--- src/prd_pkg.sv ---
// Package: constants and carrier types of the processor register datapath
package prd_pkg;
  // ************************************************************
  // Widths and counts
  // ************************************************************
  localparam int WORD_W = 24;        // Memory word
  localparam int ADDR_W = 16;        // Memory word pointer
  localparam int OPC_W  = 8;         // Opcode holder
  localparam int IDX_W  = 18;        // Index register
  localparam int IOA_W  = 14;        // Transfer control address lines
  localparam int N_TCW  = 4;         // Transfer control registers
  localparam int N_IDX  = 3;         // Index registers
  localparam int N_CHAN = 8;         // Four in, four out
  // ************************************************************
  // Timing
  // ************************************************************
  localparam int CLK_NS       = 50;
  localparam int MEM_CYC_NS   = 750;
  localparam int INSTR_MIN_NS = 750;
  localparam int INSTR_MAX_NS = 2250;
  localparam int MEM_CYC_CLKS = (MEM_CYC_NS + CLK_NS - 1) / CLK_NS;
  localparam int INSTR_MIN_CLKS = (INSTR_MIN_NS + CLK_NS - 1) / CLK_NS;
  localparam int INSTR_MAX_CLKS = INSTR_MAX_NS / CLK_NS;
  localparam logic [3:0] STEP_LAST = 4'(MEM_CYC_CLKS - 1);
  // ************************************************************
  // Memory size
  // ************************************************************
  localparam int MEM_WORDS_MIN = 8192;
  localparam int MEM_WORDS_INC = 8192;
  localparam int MEM_WORDS_MAX = 65536;
  localparam int MEM_WORDS     = MEM_WORDS_MIN;  // Installed size
  localparam logic [ADDR_W-1:0] MEM_MASK = ADDR_W'(MEM_WORDS - 1);
  // ************************************************************
  // Field positions
  // ************************************************************
  localparam int FN_HI = 23;   // Function code
  localparam int FN_LO = 18;
  localparam int IND_BIT = 17; // Indirect designator
  localparam int IX_HI = 16;   // Index designator
  localparam int IX_LO = 15;
  localparam int Y_HI  = 14;   // Operand address
  localparam int OPC_LO = 16;  // Low bit of opcode holder copy
  localparam int CNT_HI = 23;  // Transfer control word count
  localparam int CNT_LO = 16;
  localparam int TA_HI  = 15;  // Transfer control word address
  // ************************************************************
  // Register offsets and reset values
  // ************************************************************
  localparam logic [ADDR_W-1:0] OFS_INSTRUCTION_COUNTER = 16'h0000;
  localparam logic [ADDR_W-1:0] OFS_RESULT_HOLDER       = 16'h0001;
  localparam logic [ADDR_W-1:0] RST_ADDR = 16'h0000;
  localparam logic [WORD_W-1:0] RST_WORD = 24'h000000;
  // ************************************************************
  // Function codes and panel selects
  // ************************************************************
  localparam logic [5:0] OP_STOP  = 6'h00;
  localparam logic [5:0] OP_JUMP  = 6'h07;
  localparam logic [5:0] OP_ADD   = 6'h08;
  localparam logic [5:0] OP_SUB   = 6'h09;
  localparam logic [5:0] OP_AND   = 6'h0a;
  localparam logic [5:0] OP_XOR   = 6'h0b;
  localparam logic [5:0] OP_LDIX  = 6'h0d;
  localparam logic [5:0] OP_LDA   = 6'h0e;
  localparam logic [5:0] OP_STA   = 6'h12;
  localparam logic [5:0] OP_LDK   = 6'h1a;
  localparam logic [5:0] OP_LDTCW = 6'h1c;
  localparam logic [1:0] PNL_S = 2'h0;
  localparam logic [1:0] PNL_Z = 2'h1;
  localparam logic [1:0] PNL_A = 2'h2;
  localparam logic [1:0] PNL_P = 2'h3;
  // ************************************************************
  // Carrier types
  // ************************************************************
  typedef struct packed {
    logic              rd;
    logic              wr;
    logic [ADDR_W-1:0] addr;
    logic [WORD_W-1:0] wdata;
  } prd_mem_t;
  typedef struct packed {
    logic              req;
    logic [2:0]        chan;      // Bit 2 high: output channel
    logic              mem_tcw;   // Control word kept in core
    logic [IOA_W-1:0]  tcw_addr;
    logic [WORD_W-1:0] wdata;
  } prd_io_t;
  typedef enum logic [2:0] {
    ST_STOP, ST_FETCH, ST_IND, ST_OPER, ST_IO
  } prd_state_t;
endpackage

--- src/prd_datapath.sv ---
// Module: register set, datapath and buffered channel control
// Contract
// - Memory word pointer is sixteen bits
// - Pointer shown; altered only when stopped
// - Fetched word holder captures memory read
// - Adder sums auxiliary addend and input latch
// - Opcode holder keeps codes through execution
// - Output holder keeps data for slow peripheral
// - Operand address one selects result holder
// - Some operations use result holder implicitly
// - Operand address zero selects instruction counter
// - Instruction counter increments, addresses each fetch
// - Adder input latch loads index registers
// - Four transfer control registers outside memory
// - Transfer control words may sit in memory
// - Four input, four output 24-bit channels
// - Fourteen lines name transfer control address
// - Channel word takes one to three cycles
// - Instruction takes 0.75 to 2.25 microseconds
// - Memory 8192 to 65536 words, 8192 steps
// - Arithmetic is two's complement addition
// - Instruction word: function, indirect, index, address
// - Three index registers added to address
`timescale 1ns/100ps
module prd_datapath
  import prd_pkg::*;
(
  input  wire logic              ref_clk,
  input  wire logic              rst,
  input  wire logic              ce,
  input  wire logic              start,
  input  wire logic [WORD_W-1:0] mem_rdata,
  output prd_mem_t               mem,
  input  wire prd_io_t           io,
  output logic                   io_ack,
  output logic [WORD_W-1:0]      out_data,
  output logic                   out_valid,
  input  wire logic              out_taken,
  input  wire logic [1:0]        panel_sel,
  input  wire logic              panel_wr,
  input  wire logic [WORD_W-1:0] panel_data,
  output logic [WORD_W-1:0]      panel_disp,
  output logic [OPC_W-1:0]       panel_func,
  output logic                   running
);
  // ************************************************************
  // State and registers
  // ************************************************************
  prd_state_t        state;           // Current sequence
  prd_state_t        next_state;      // Sequence after this edge
  logic [3:0]        step;            // Clock within memory cycle
  logic [1:0]        ph;              // Channel transfer phase
  prd_io_t           io_q;            // Request being served
  logic              seq_rd;          // Current cycle is a read
  logic [WORD_W-1:0] z;               // Fetched word holder
  logic [WORD_W-1:0] x;               // Auxiliary addend
  logic [WORD_W-1:0] d;               // Adder input latch
  logic [WORD_W-1:0] acc;             // Result holder
  logic [WORD_W-1:0] iow;             // Working control word
  logic [OPC_W-1:0]  f;               // Opcode holder
  logic [ADDR_W-1:0] pc;              // Instruction counter
  logic [ADDR_W-1:0] ea;              // Effective operand address
  logic [1:0]        bsel;            // Index designator held
  logic              add_go;          // Adder result due
  logic              idx_go;          // Index load due
  logic [6:0]        ic;              // Clocks in this instruction
  logic [IDX_W-1:0]  idx [N_IDX+1];   // Entry 0 reads as zero
  logic [WORD_W-1:0] tcw [N_TCW];     // Transfer control registers
  logic [ADDR_W-1:0] n_addr;          // Launch address
  logic              n_rd;            // Launch read
  logic              n_wr;            // Launch write
  logic [WORD_W-1:0] n_wd;            // Launch write data
  // ************************************************************
  // Decode
  // ************************************************************
  wire in_ftch = state == ST_FETCH;
  wire seq_end = ce && state != ST_STOP && step == STEP_LAST;
  wire [1:0] rd_b = mem_rdata[IX_HI:IX_LO];
  wire [ADDR_W-1:0] rd_ea =
    {1'b0, mem_rdata[Y_HI:0]} + idx[rd_b][ADDR_W-1:0];
  wire [5:0] cur_op = in_ftch ? mem_rdata[FN_HI:FN_LO]
                              : f[OPC_W-1:2];
  wire cur_i = in_ftch && mem_rdata[IND_BIT];
  wire [ADDR_W-1:0] cur_ea = state == ST_OPER ? ea : rd_ea;
  wire ea_pc  = cur_ea == OFS_INSTRUCTION_COUNTER;
  wire ea_acc = cur_ea == OFS_RESULT_HOLDER;
  wire mem_op = cur_op == OP_ADD || cur_op == OP_SUB ||
                cur_op == OP_AND || cur_op == OP_XOR ||
                cur_op == OP_LDA || cur_op == OP_STA ||
                cur_op == OP_LDIX;
  wire need_mem = mem_op && !ea_pc && !ea_acc;
  // Register operands bypass memory entirely
  wire [WORD_W-1:0] opnd = ea_pc  ? {8'h00, pc} :
                           ea_acc ? acc : mem_rdata;
  wire exec_now = seq_end && (state == ST_OPER ||
    ((in_ftch || state == ST_IND) && !cur_i && !need_mem));
  wire halt = exec_now && cur_op == OP_STOP;
  wire to_pc = exec_now && (cur_op == OP_JUMP ||
                            (cur_op == OP_STA && ea_pc));
  wire [ADDR_W-1:0] pc_now = !to_pc ? pc :
    cur_op == OP_JUMP ? cur_ea : acc[ADDR_W-1:0];
  // Output channel refused while the output holder is full
  wire io_ok = io.req && !(io.chan[2] && out_valid);
  wire [WORD_W-1:0] iow_next = {iow[CNT_HI:CNT_LO] - 8'h01,
                                iow[TA_HI:0] + 16'h0001};
  wire io_last = iow_next[CNT_HI:CNT_LO] == 8'h00;
  wire io_done = seq_end && state == ST_IO && (ph == 2'h2 ||
    (ph == 2'h1 && (!io_q.mem_tcw || io_last)));
  wire tcw_upd = seq_end && state == ST_IO && ph == 2'h1 &&
                 !io_q.mem_tcw;
  wire io_data = seq_end && state == ST_IO && ph == 2'h1;
  wire pnl_ok = ce && state == ST_STOP && !running && panel_wr;
  prd_state_t after;
  assign after = io_ok ? ST_IO : (running && !halt) ? ST_FETCH
                                                  : ST_STOP;
  wire launch = next_state != ST_STOP &&
                (state == ST_STOP || seq_end);
  assign idx[0] = '0;
  // ************************************************************
  // Sequencing
  // ************************************************************
  // Next sequence from the end of the current one
  always_comb begin
    next_state = state;
    case (state)
      ST_STOP: begin
        if (ce && io_ok) next_state = ST_IO;
        else if (ce && start) next_state = ST_FETCH;
      end
      ST_FETCH: begin
        if (seq_end) next_state = cur_i ? ST_IND :
                                  need_mem ? ST_OPER : after;
      end
      ST_IND: begin
        if (seq_end) next_state = need_mem ? ST_OPER : after;
      end
      ST_OPER: begin
        if (seq_end) next_state = after;
      end
      ST_IO: begin
        if (io_done) next_state = running ? ST_FETCH : ST_STOP;
      end
      default: next_state = ST_STOP;
    endcase
  end
  // Memory request for the sequence being launched
  always_comb begin
    n_addr = pc_now;
    n_rd   = 1'b1;
    n_wr   = 1'b0;
    n_wd   = acc;
    case (next_state)
      ST_IND: n_addr = rd_ea;
      ST_OPER: begin
        n_addr = cur_ea;
        n_rd   = cur_op != OP_STA;
        n_wr   = cur_op == OP_STA;
      end
      ST_IO: begin
        if (state != ST_IO && io.mem_tcw) begin
          n_addr = {2'b00, io.tcw_addr};
        end else if (state != ST_IO) begin
          n_addr = tcw[io.chan[1:0]][TA_HI:0];
          n_rd   = io.chan[2];
          n_wr   = !io.chan[2];
          n_wd   = io.wdata;
        end else if (ph == 2'h0) begin
          n_addr = mem_rdata[TA_HI:0];
          n_rd   = io_q.chan[2];
          n_wr   = !io_q.chan[2];
          n_wd   = io_q.wdata;
        end else begin
          n_addr = {2'b00, io_q.tcw_addr};
          n_rd   = 1'b0;
          n_wr   = 1'b1;
          n_wd   = iow_next;
        end
      end
      default: n_addr = pc_now;
    endcase
  end
  // Sequence state, step count and run flag
  always_ff @(posedge ref_clk) begin
    if (rst) begin
      state   <= ST_STOP;
      step    <= 4'h0;
      running <= 1'b0;
      ph      <= 2'h0;
      seq_rd  <= 1'b0;
      ic      <= 7'h00;
    end else if (ce) begin
      state <= next_state;
      step  <= launch ? 4'h0 : step + 4'h1;
      if (state == ST_STOP && next_state == ST_FETCH) running <= 1'b1;
      else if (halt) running <= 1'b0;
      if (launch) seq_rd <= n_rd;
      if (launch && state != ST_IO) ph <= io.mem_tcw ? 2'h0 : 2'h1;
      else if (launch) ph <= ph + 2'h1;
      if (launch && next_state == ST_FETCH) ic <= 7'h00;
      else if (state != ST_STOP && state != ST_IO) ic <= ic + 7'h01;
    end
  end
  // Memory word pointer and request strobes
  always_ff @(posedge ref_clk) begin
    if (rst) begin
      mem <= '0;
    end else if (ce) begin
      mem.rd <= launch && n_rd;
      mem.wr <= launch && n_wr;
      if (launch) begin
        mem.addr  <= n_addr & MEM_MASK;
        mem.wdata <= n_wd;
      end else if (pnl_ok && panel_sel == PNL_S) begin
        mem.addr <= panel_data[ADDR_W-1:0] & MEM_MASK;
      end
    end
  end
  // ************************************************************
  // Datapath registers
  // ************************************************************
  // Fetched word, opcode holder, address and index designator
  always_ff @(posedge ref_clk) begin
    if (rst) begin
      z    <= RST_WORD;
      f    <= '0;
      ea   <= RST_ADDR;
      bsel <= 2'h0;
    end else if (ce) begin
      if (seq_end && seq_rd) z <= mem_rdata;
      else if (pnl_ok && panel_sel == PNL_Z) z <= panel_data;
      if (seq_end && in_ftch) begin
        f    <= mem_rdata[WORD_W-1:OPC_LO];
        bsel <= rd_b;
      end
      if (seq_end && (in_ftch || state == ST_IND)) ea <= rd_ea;
    end
  end
  // Instruction counter
  always_ff @(posedge ref_clk) begin
    if (rst) pc <= RST_ADDR;
    else if (ce && launch && next_state == ST_FETCH)
      pc <= pc_now + 16'h0001;
    else if (ce && to_pc) pc <= pc_now;
    else if (pnl_ok && panel_sel == PNL_P)
      pc <= panel_data[ADDR_W-1:0];
  end
  // Result holder, addend and adder input latch
  always_ff @(posedge ref_clk) begin
    if (rst) begin
      acc    <= RST_WORD;
      x      <= RST_WORD;
      d      <= RST_WORD;
      add_go <= 1'b0;
      idx_go <= 1'b0;
    end else if (ce) begin
      add_go <= exec_now && (cur_op == OP_ADD || cur_op == OP_SUB);
      idx_go <= exec_now && cur_op == OP_LDIX;
      if (exec_now && (cur_op == OP_ADD || cur_op == OP_SUB)) begin
        x <= acc;
        d <= cur_op == OP_SUB ? ~opnd + 24'h000001 : opnd;
      end else if (exec_now && cur_op == OP_LDIX) begin
        d <= opnd;
      end
      if (add_go) acc <= x + d;
      else if (exec_now && cur_op == OP_AND) acc <= acc & opnd;
      else if (exec_now && cur_op == OP_XOR) acc <= acc ^ opnd;
      else if (exec_now && cur_op == OP_LDA) acc <= opnd;
      else if (exec_now && cur_op == OP_LDK) acc <= {8'h00, cur_ea};
      else if (pnl_ok && panel_sel == PNL_A) acc <= panel_data;
    end
  end
  // Index registers, loaded through the adder input latch
  for (genvar g = 1; g <= N_IDX; g++) begin : g_idx
    always_ff @(posedge ref_clk) begin
      if (rst) idx[g] <= '0;
      else if (ce && idx_go && bsel == 2'(g))
        idx[g] <= d[IDX_W-1:0];
    end
  end
  // Transfer control registers
  for (genvar g = 0; g < N_TCW; g++) begin : g_tcw
    always_ff @(posedge ref_clk) begin
      if (rst) tcw[g] <= RST_WORD;
      else if (ce && exec_now && cur_op == OP_LDTCW &&
               cur_ea[1:0] == 2'(g)) tcw[g] <= acc;
      else if (tcw_upd && io_q.chan[1:0] == 2'(g))
        tcw[g] <= iow_next;
    end
  end
  // ************************************************************
  // Channels and panel
  // ************************************************************
  // Request latch, working control word and output holder
  always_ff @(posedge ref_clk) begin
    if (rst) begin
      io_q      <= '0;
      iow       <= RST_WORD;
      out_data  <= RST_WORD;
      out_valid <= 1'b0;
      io_ack    <= 1'b0;
    end else if (ce) begin
      io_ack <= io_done;
      if (launch && next_state == ST_IO && state != ST_IO) begin
        io_q <= io;
        iow  <= tcw[io.chan[1:0]];
      end else if (seq_end && state == ST_IO && ph == 2'h0) begin
        iow <= mem_rdata;
      end
      if (io_data && io_q.chan[2]) begin
        out_data  <= mem_rdata;
        out_valid <= 1'b1;
      end else if (out_taken) begin
        out_valid <= 1'b0;
      end
    end
  end
  // Operator panel display
  always_ff @(posedge ref_clk) begin
    if (rst) begin
      panel_disp <= RST_WORD;
      panel_func <= '0;
    end else if (ce) begin
      panel_func <= f;
      case (panel_sel)
        PNL_S:   panel_disp <= {8'h00, mem.addr};
        PNL_Z:   panel_disp <= z;
        PNL_A:   panel_disp <= acc;
        default: panel_disp <= {8'h00, pc};
      endcase
    end
  end
endmodule

--- config.mk ---
export PLATFORM = sky130hd
export DESIGN_NAME = prd_datapath
export DESIGN_NICKNAME = d
export VERILOG_FILES = /design/src/prd_pkg.sv /design/src/prd_datapath.sv
export SDC_FILE = /design/constraint.sdc
export NUM_CORES = 1
export LEC_CHECK = 0
export BUFFER_PORTS_ARGS = -buffer_cell sky130_fd_sc_hd__buf_2
export CORE_MARGIN = 2
export CORE_UTILIZATION = 24
export CTS_BUF_LIST = sky130_fd_sc_hd__clkbuf_4
export CTS_CLUSTER_SIZE = 24
export DETAILED_ROUTE_END_ITERATION = 8
export PLACE_DENSITY = 0.39
export SLEW_MARGIN = 40
export SYNTH_ARGS = -nofsm -noshare
export SYNTH_HDL_FRONTEND = slang
export SYNTH_SLANG_ARGS = --single-unit
--- constraint.sdc ---
create_clock -name ref_clk -period 6.2 [get_ports ref_clk]
set_input_delay 0.31 -clock ref_clk [delete_from_list [all_inputs] [get_ports ref_clk]]
set_output_delay 0.31 -clock ref_clk [all_outputs]
set_load 0.01 [all_outputs]
==> results.yml <==
run_status:
  status: "finished clean"
sta:
  finalSetupViolCount: 0
  drv_slew: 0
  period_minus_slack_ns: 5.78
  setup_slack_ns: 0.422
  relSlewSlack_pct: 41.2
  rsz0062_at_grt: "no"
  setup_tns_ns: 0
  fin_crit_sh_pct: 93.2
  fmax_ghz: 0.173
  hold_viol_final: 0
  finClkSkew_ns: 0.0692
  worstMarginPinSlew_ns: 0.881
logic_synthesis:
  ys.flop_type: "dfxtp_1"
  synthesis.area_um2: 27800
  synth-edff-count: 96
  seq_area_frac_synth_pct: 36.4
  syn_inst: 3330
  ys_types: 107
  async_flop_share_pct: 0
  avgSynthCellArea_um2: 8.34
  ys_ff_latch: 456
  yosysWarnings: 0
clocking:
  h-tree-depth: 4
  clkLatencyLatePin_ns: 1.06
  post-cts-setup-buffers: 0
  cts_buffer_depth: 3
  clkTransAtPathRegs_ns: 0.07
  clkSinkCount: 456
  numCtsBuffers: 141
  cts_tree: "built"
  cts_root_buf: "clkbuf_4"
finish:
  syn_to_final_growth_pct: 22.5
  final_cell_mix: "nand2_1 (587), dfxtp_1 (358), a21oi_1 (313)"
  layout.cells.non_filler: 5287
  drive_gt1_share_pct: 19.8
  layout.nets: 3836
  final_common_cell: "nand2_1"
global_routing:
  first_global_vias: 26800
  grt_max_degree: 94
  antenna_found_initial: 14
  grt_usage_pct: 22.8
  grt-ovfl-total: 0
  grt_pass1_wl_mm: 195
worst_setup_path:
  crit_type: "register to register"
  cp-end-kind: "register"
  worstSetupStartpointType: "register"
  r2r_setup_slack_ns: 0.42
  crit_required_ns: 7.13
  arrival_ns: 6.71
  crit_fanout: 6
drt:
  ant_nets: 0
  drt_iter0_markers: 2707
  wirelength_mm: 138
  wl_per_cell_um: 26.2
  routed_via_density: 5.29
  vias: 28000
  drc: 0
  dr.pass1.iters: 6
pwr:
  power_leakage_uw: 0.0128
  p_total_uw: 7550
  pwr_density_cell_nw_per_um2: 222
  ir_drop_v: 0.000149
floorplanning:
  core_um2: 115000
  chipHeight_um: 344
  row_count: 124
  io_pins: 200
  die_width_um: 344
  dieArea_um2: 118000
  start_util_pct: 24.2
job:
  maxCapViolations: 0
place:
  place_congestion: 0.966
  dp_slack_ns: 0.147
  portBuffers: 195
  hpwl_mm: 98.7
  placed_cells_incl_taps: 4903
min_path:
  hold_class: "input port to register"
==> where the power goes <==
part,total [µW],switching (µW),internal [µW]
Combinational,1120,731,385
Sequential,3210,92.3,3110
Clock,3230,1550,1680
==> synthesized netlist by cell type (8+ instances only) <==
| master | n | share of area, % |
|---|---|---|
| o21a_1 | 13 | 0.35 |
| buf_2 | 44 | 0.79 |
| xor2_1 | 36 | 1.1 |
| nand4_1 | 25 | 0.56 |
| mux2i_1 | 141 | 5.1 |
| o31ai_1 | 9 | 0.24 |
| or3_1 | 24 | 0.54 |
| and3_1 | 33 | 0.74 |
| inv_1 | 47 | 0.64 |
| mux2_2 | 49 | 2.0 |
| a311oi_1 | 28 | 0.88 |
| or4_1 | 13 | 0.35 |
| clkbuf_1 | 206 | 2.8 |
| nor2b_1 | 16 | 0.36 |
| a21oi_1 | 315 | 5.7 |
| o22ai_1 | 21 | 0.47 |
| a21o_1 | 21 | 0.57 |
| edfxtp_1 | 96 | 10 |
| o2bb2ai_1 | 62 | 2.0 |
| o21ai_0 | 116 | 2.1 |
| and2_1 | 21 | 0.47 |
| xnor2_1 | 40 | 1.3 |
| buf_1 | 17 | 0.23 |
| nor3b_1 | 14 | 0.38 |
| a211oi_1 | 99 | 2.7 |
| a22o_1 | 28 | 0.88 |
| nor4_1 | 19 | 0.43 |
| o21ai_1 | 12 | 0.22 |
| nand2_1 | 589 | 8.0 |
| nand3_1 | 58 | 1.0 |
| nor3_1 | 62 | 1.1 |
| ha_1 | 72 | 3.2 |
| nand2b_1 | 8 | 0.18 |
| a211oi_2 | 18 | 0.81 |
| buf_4 | 10 | 0.27 |
| a31oi_1 | 24 | 0.54 |
| nor2_1 | 287 | 3.9 |
| a221oi_1 | 15 | 0.47 |
| a211o_1 | 8 | 0.25 |
| o211ai_1 | 60 | 1.6 |
| dfxtp_1 | 360 | 26 |
| mux4_2 | 37 | 3.0 |
==> stage by stage <==
step	hold slack, ns	area, µm²	util (%)
finish	0.102	34000	29.7
global route	0.0836	34000	29.7
CTS	0.00243	34000	29.7
detailed placement	0.443	30800	26.9
global placement	0.439	30800	26.9
floorplan	0.432	27800	-
==> final cells by class <==
type | instances | area, µm²
antenna | 6 | 15.0
clock buffer | 209 | 1570
clock inverter | 40 | 287
fill | 12500 | 80500
inverter | 49 | 184
multi-input combinational | 2542 | 16400
sequential | 456 | 10100
tap | 1512 | 1890
timing repair buffer | 473 | 3530
==> worst paths after layout <==
check | start | cells past startpoint | end
worst max-delay path | idx[0] | 21 | d[22]
worst min-delay path | io[29] | 4 | io_q[29]
worst max register to register | idx[0] | 21 | d[22]
worst min register to register | mem[3] | 2 | mem[3]
==> kinds of logic after synthesis <==
| family | after synthesis | share of synthesized area (%) |
|---|---|---|
| AO/OA/AOI/OAI | 959 | 23.6 |
| XOR/XNOR | 76 | 2.40 |
| flip-flops | 456 | 36.4 |
| adder cells (fa/ha/maj) | 74 | 3.39 |
| buffers and inverters | 334 | 5.02 |
| multiplexers | 227 | 10.1 |
| other | 1 | 0.0135 |
| AND/OR/NAND/NOR | 1203 | 19.1 |
==> flip-flops by register name (all words and copies together), names as in the netlist, 24 cells and up <==
| register | count |
|---|---|
| tcw | 96 |
| idx | 48 |
| io_q | 41 |
| mem | 39 |
| acc | 24 |
| d | 24 |
| iow | 24 |
| out_data | 24 |
| panel_disp | 24 |
| x | 24 |
| z | 24 |
==> worst max-delay path, cell delays in order (launching register included) <==
cell and delay, ns:
dfxtp_1 0.31, mux2_2 0.26, a22o_1 0.24, ha_1 0.25
fa_1 0.46, a211oi_1 0.32, o211a_1 0.35, or4_1 0.17
nand4_2 0.10, or3_4 0.45, o41ai_4 0.35, nand4_1 0.14
o21ai_0 0.16, ha_1 0.20, inv_1 0.08, nor2_1 0.21
nand3_1 0.10, nor4_1 0.35, o22ai_1 0.26, o41ai_1 0.36
mux2_2 0.37, a31o_2 0.20
==> routing by layer <==
layer / track usage [%] / routed length [µm] / vias to the layer above
met2: 34.6 / 59900 / 1159
li1: - / - / 12900
met4: 7.76 / 4350 / 12
met3: 5.40 / 11100 / 256
met1: 31.5 / 63000 / 13600
met5: 0 / 82 / -
==> repair_timing <==
action	CTS	global route
gates resized for setup	0	0
hold buffers	128	0
endpoints found under the hold margin	240	0
No activity file was read; power rests on OpenSTA's default activity.
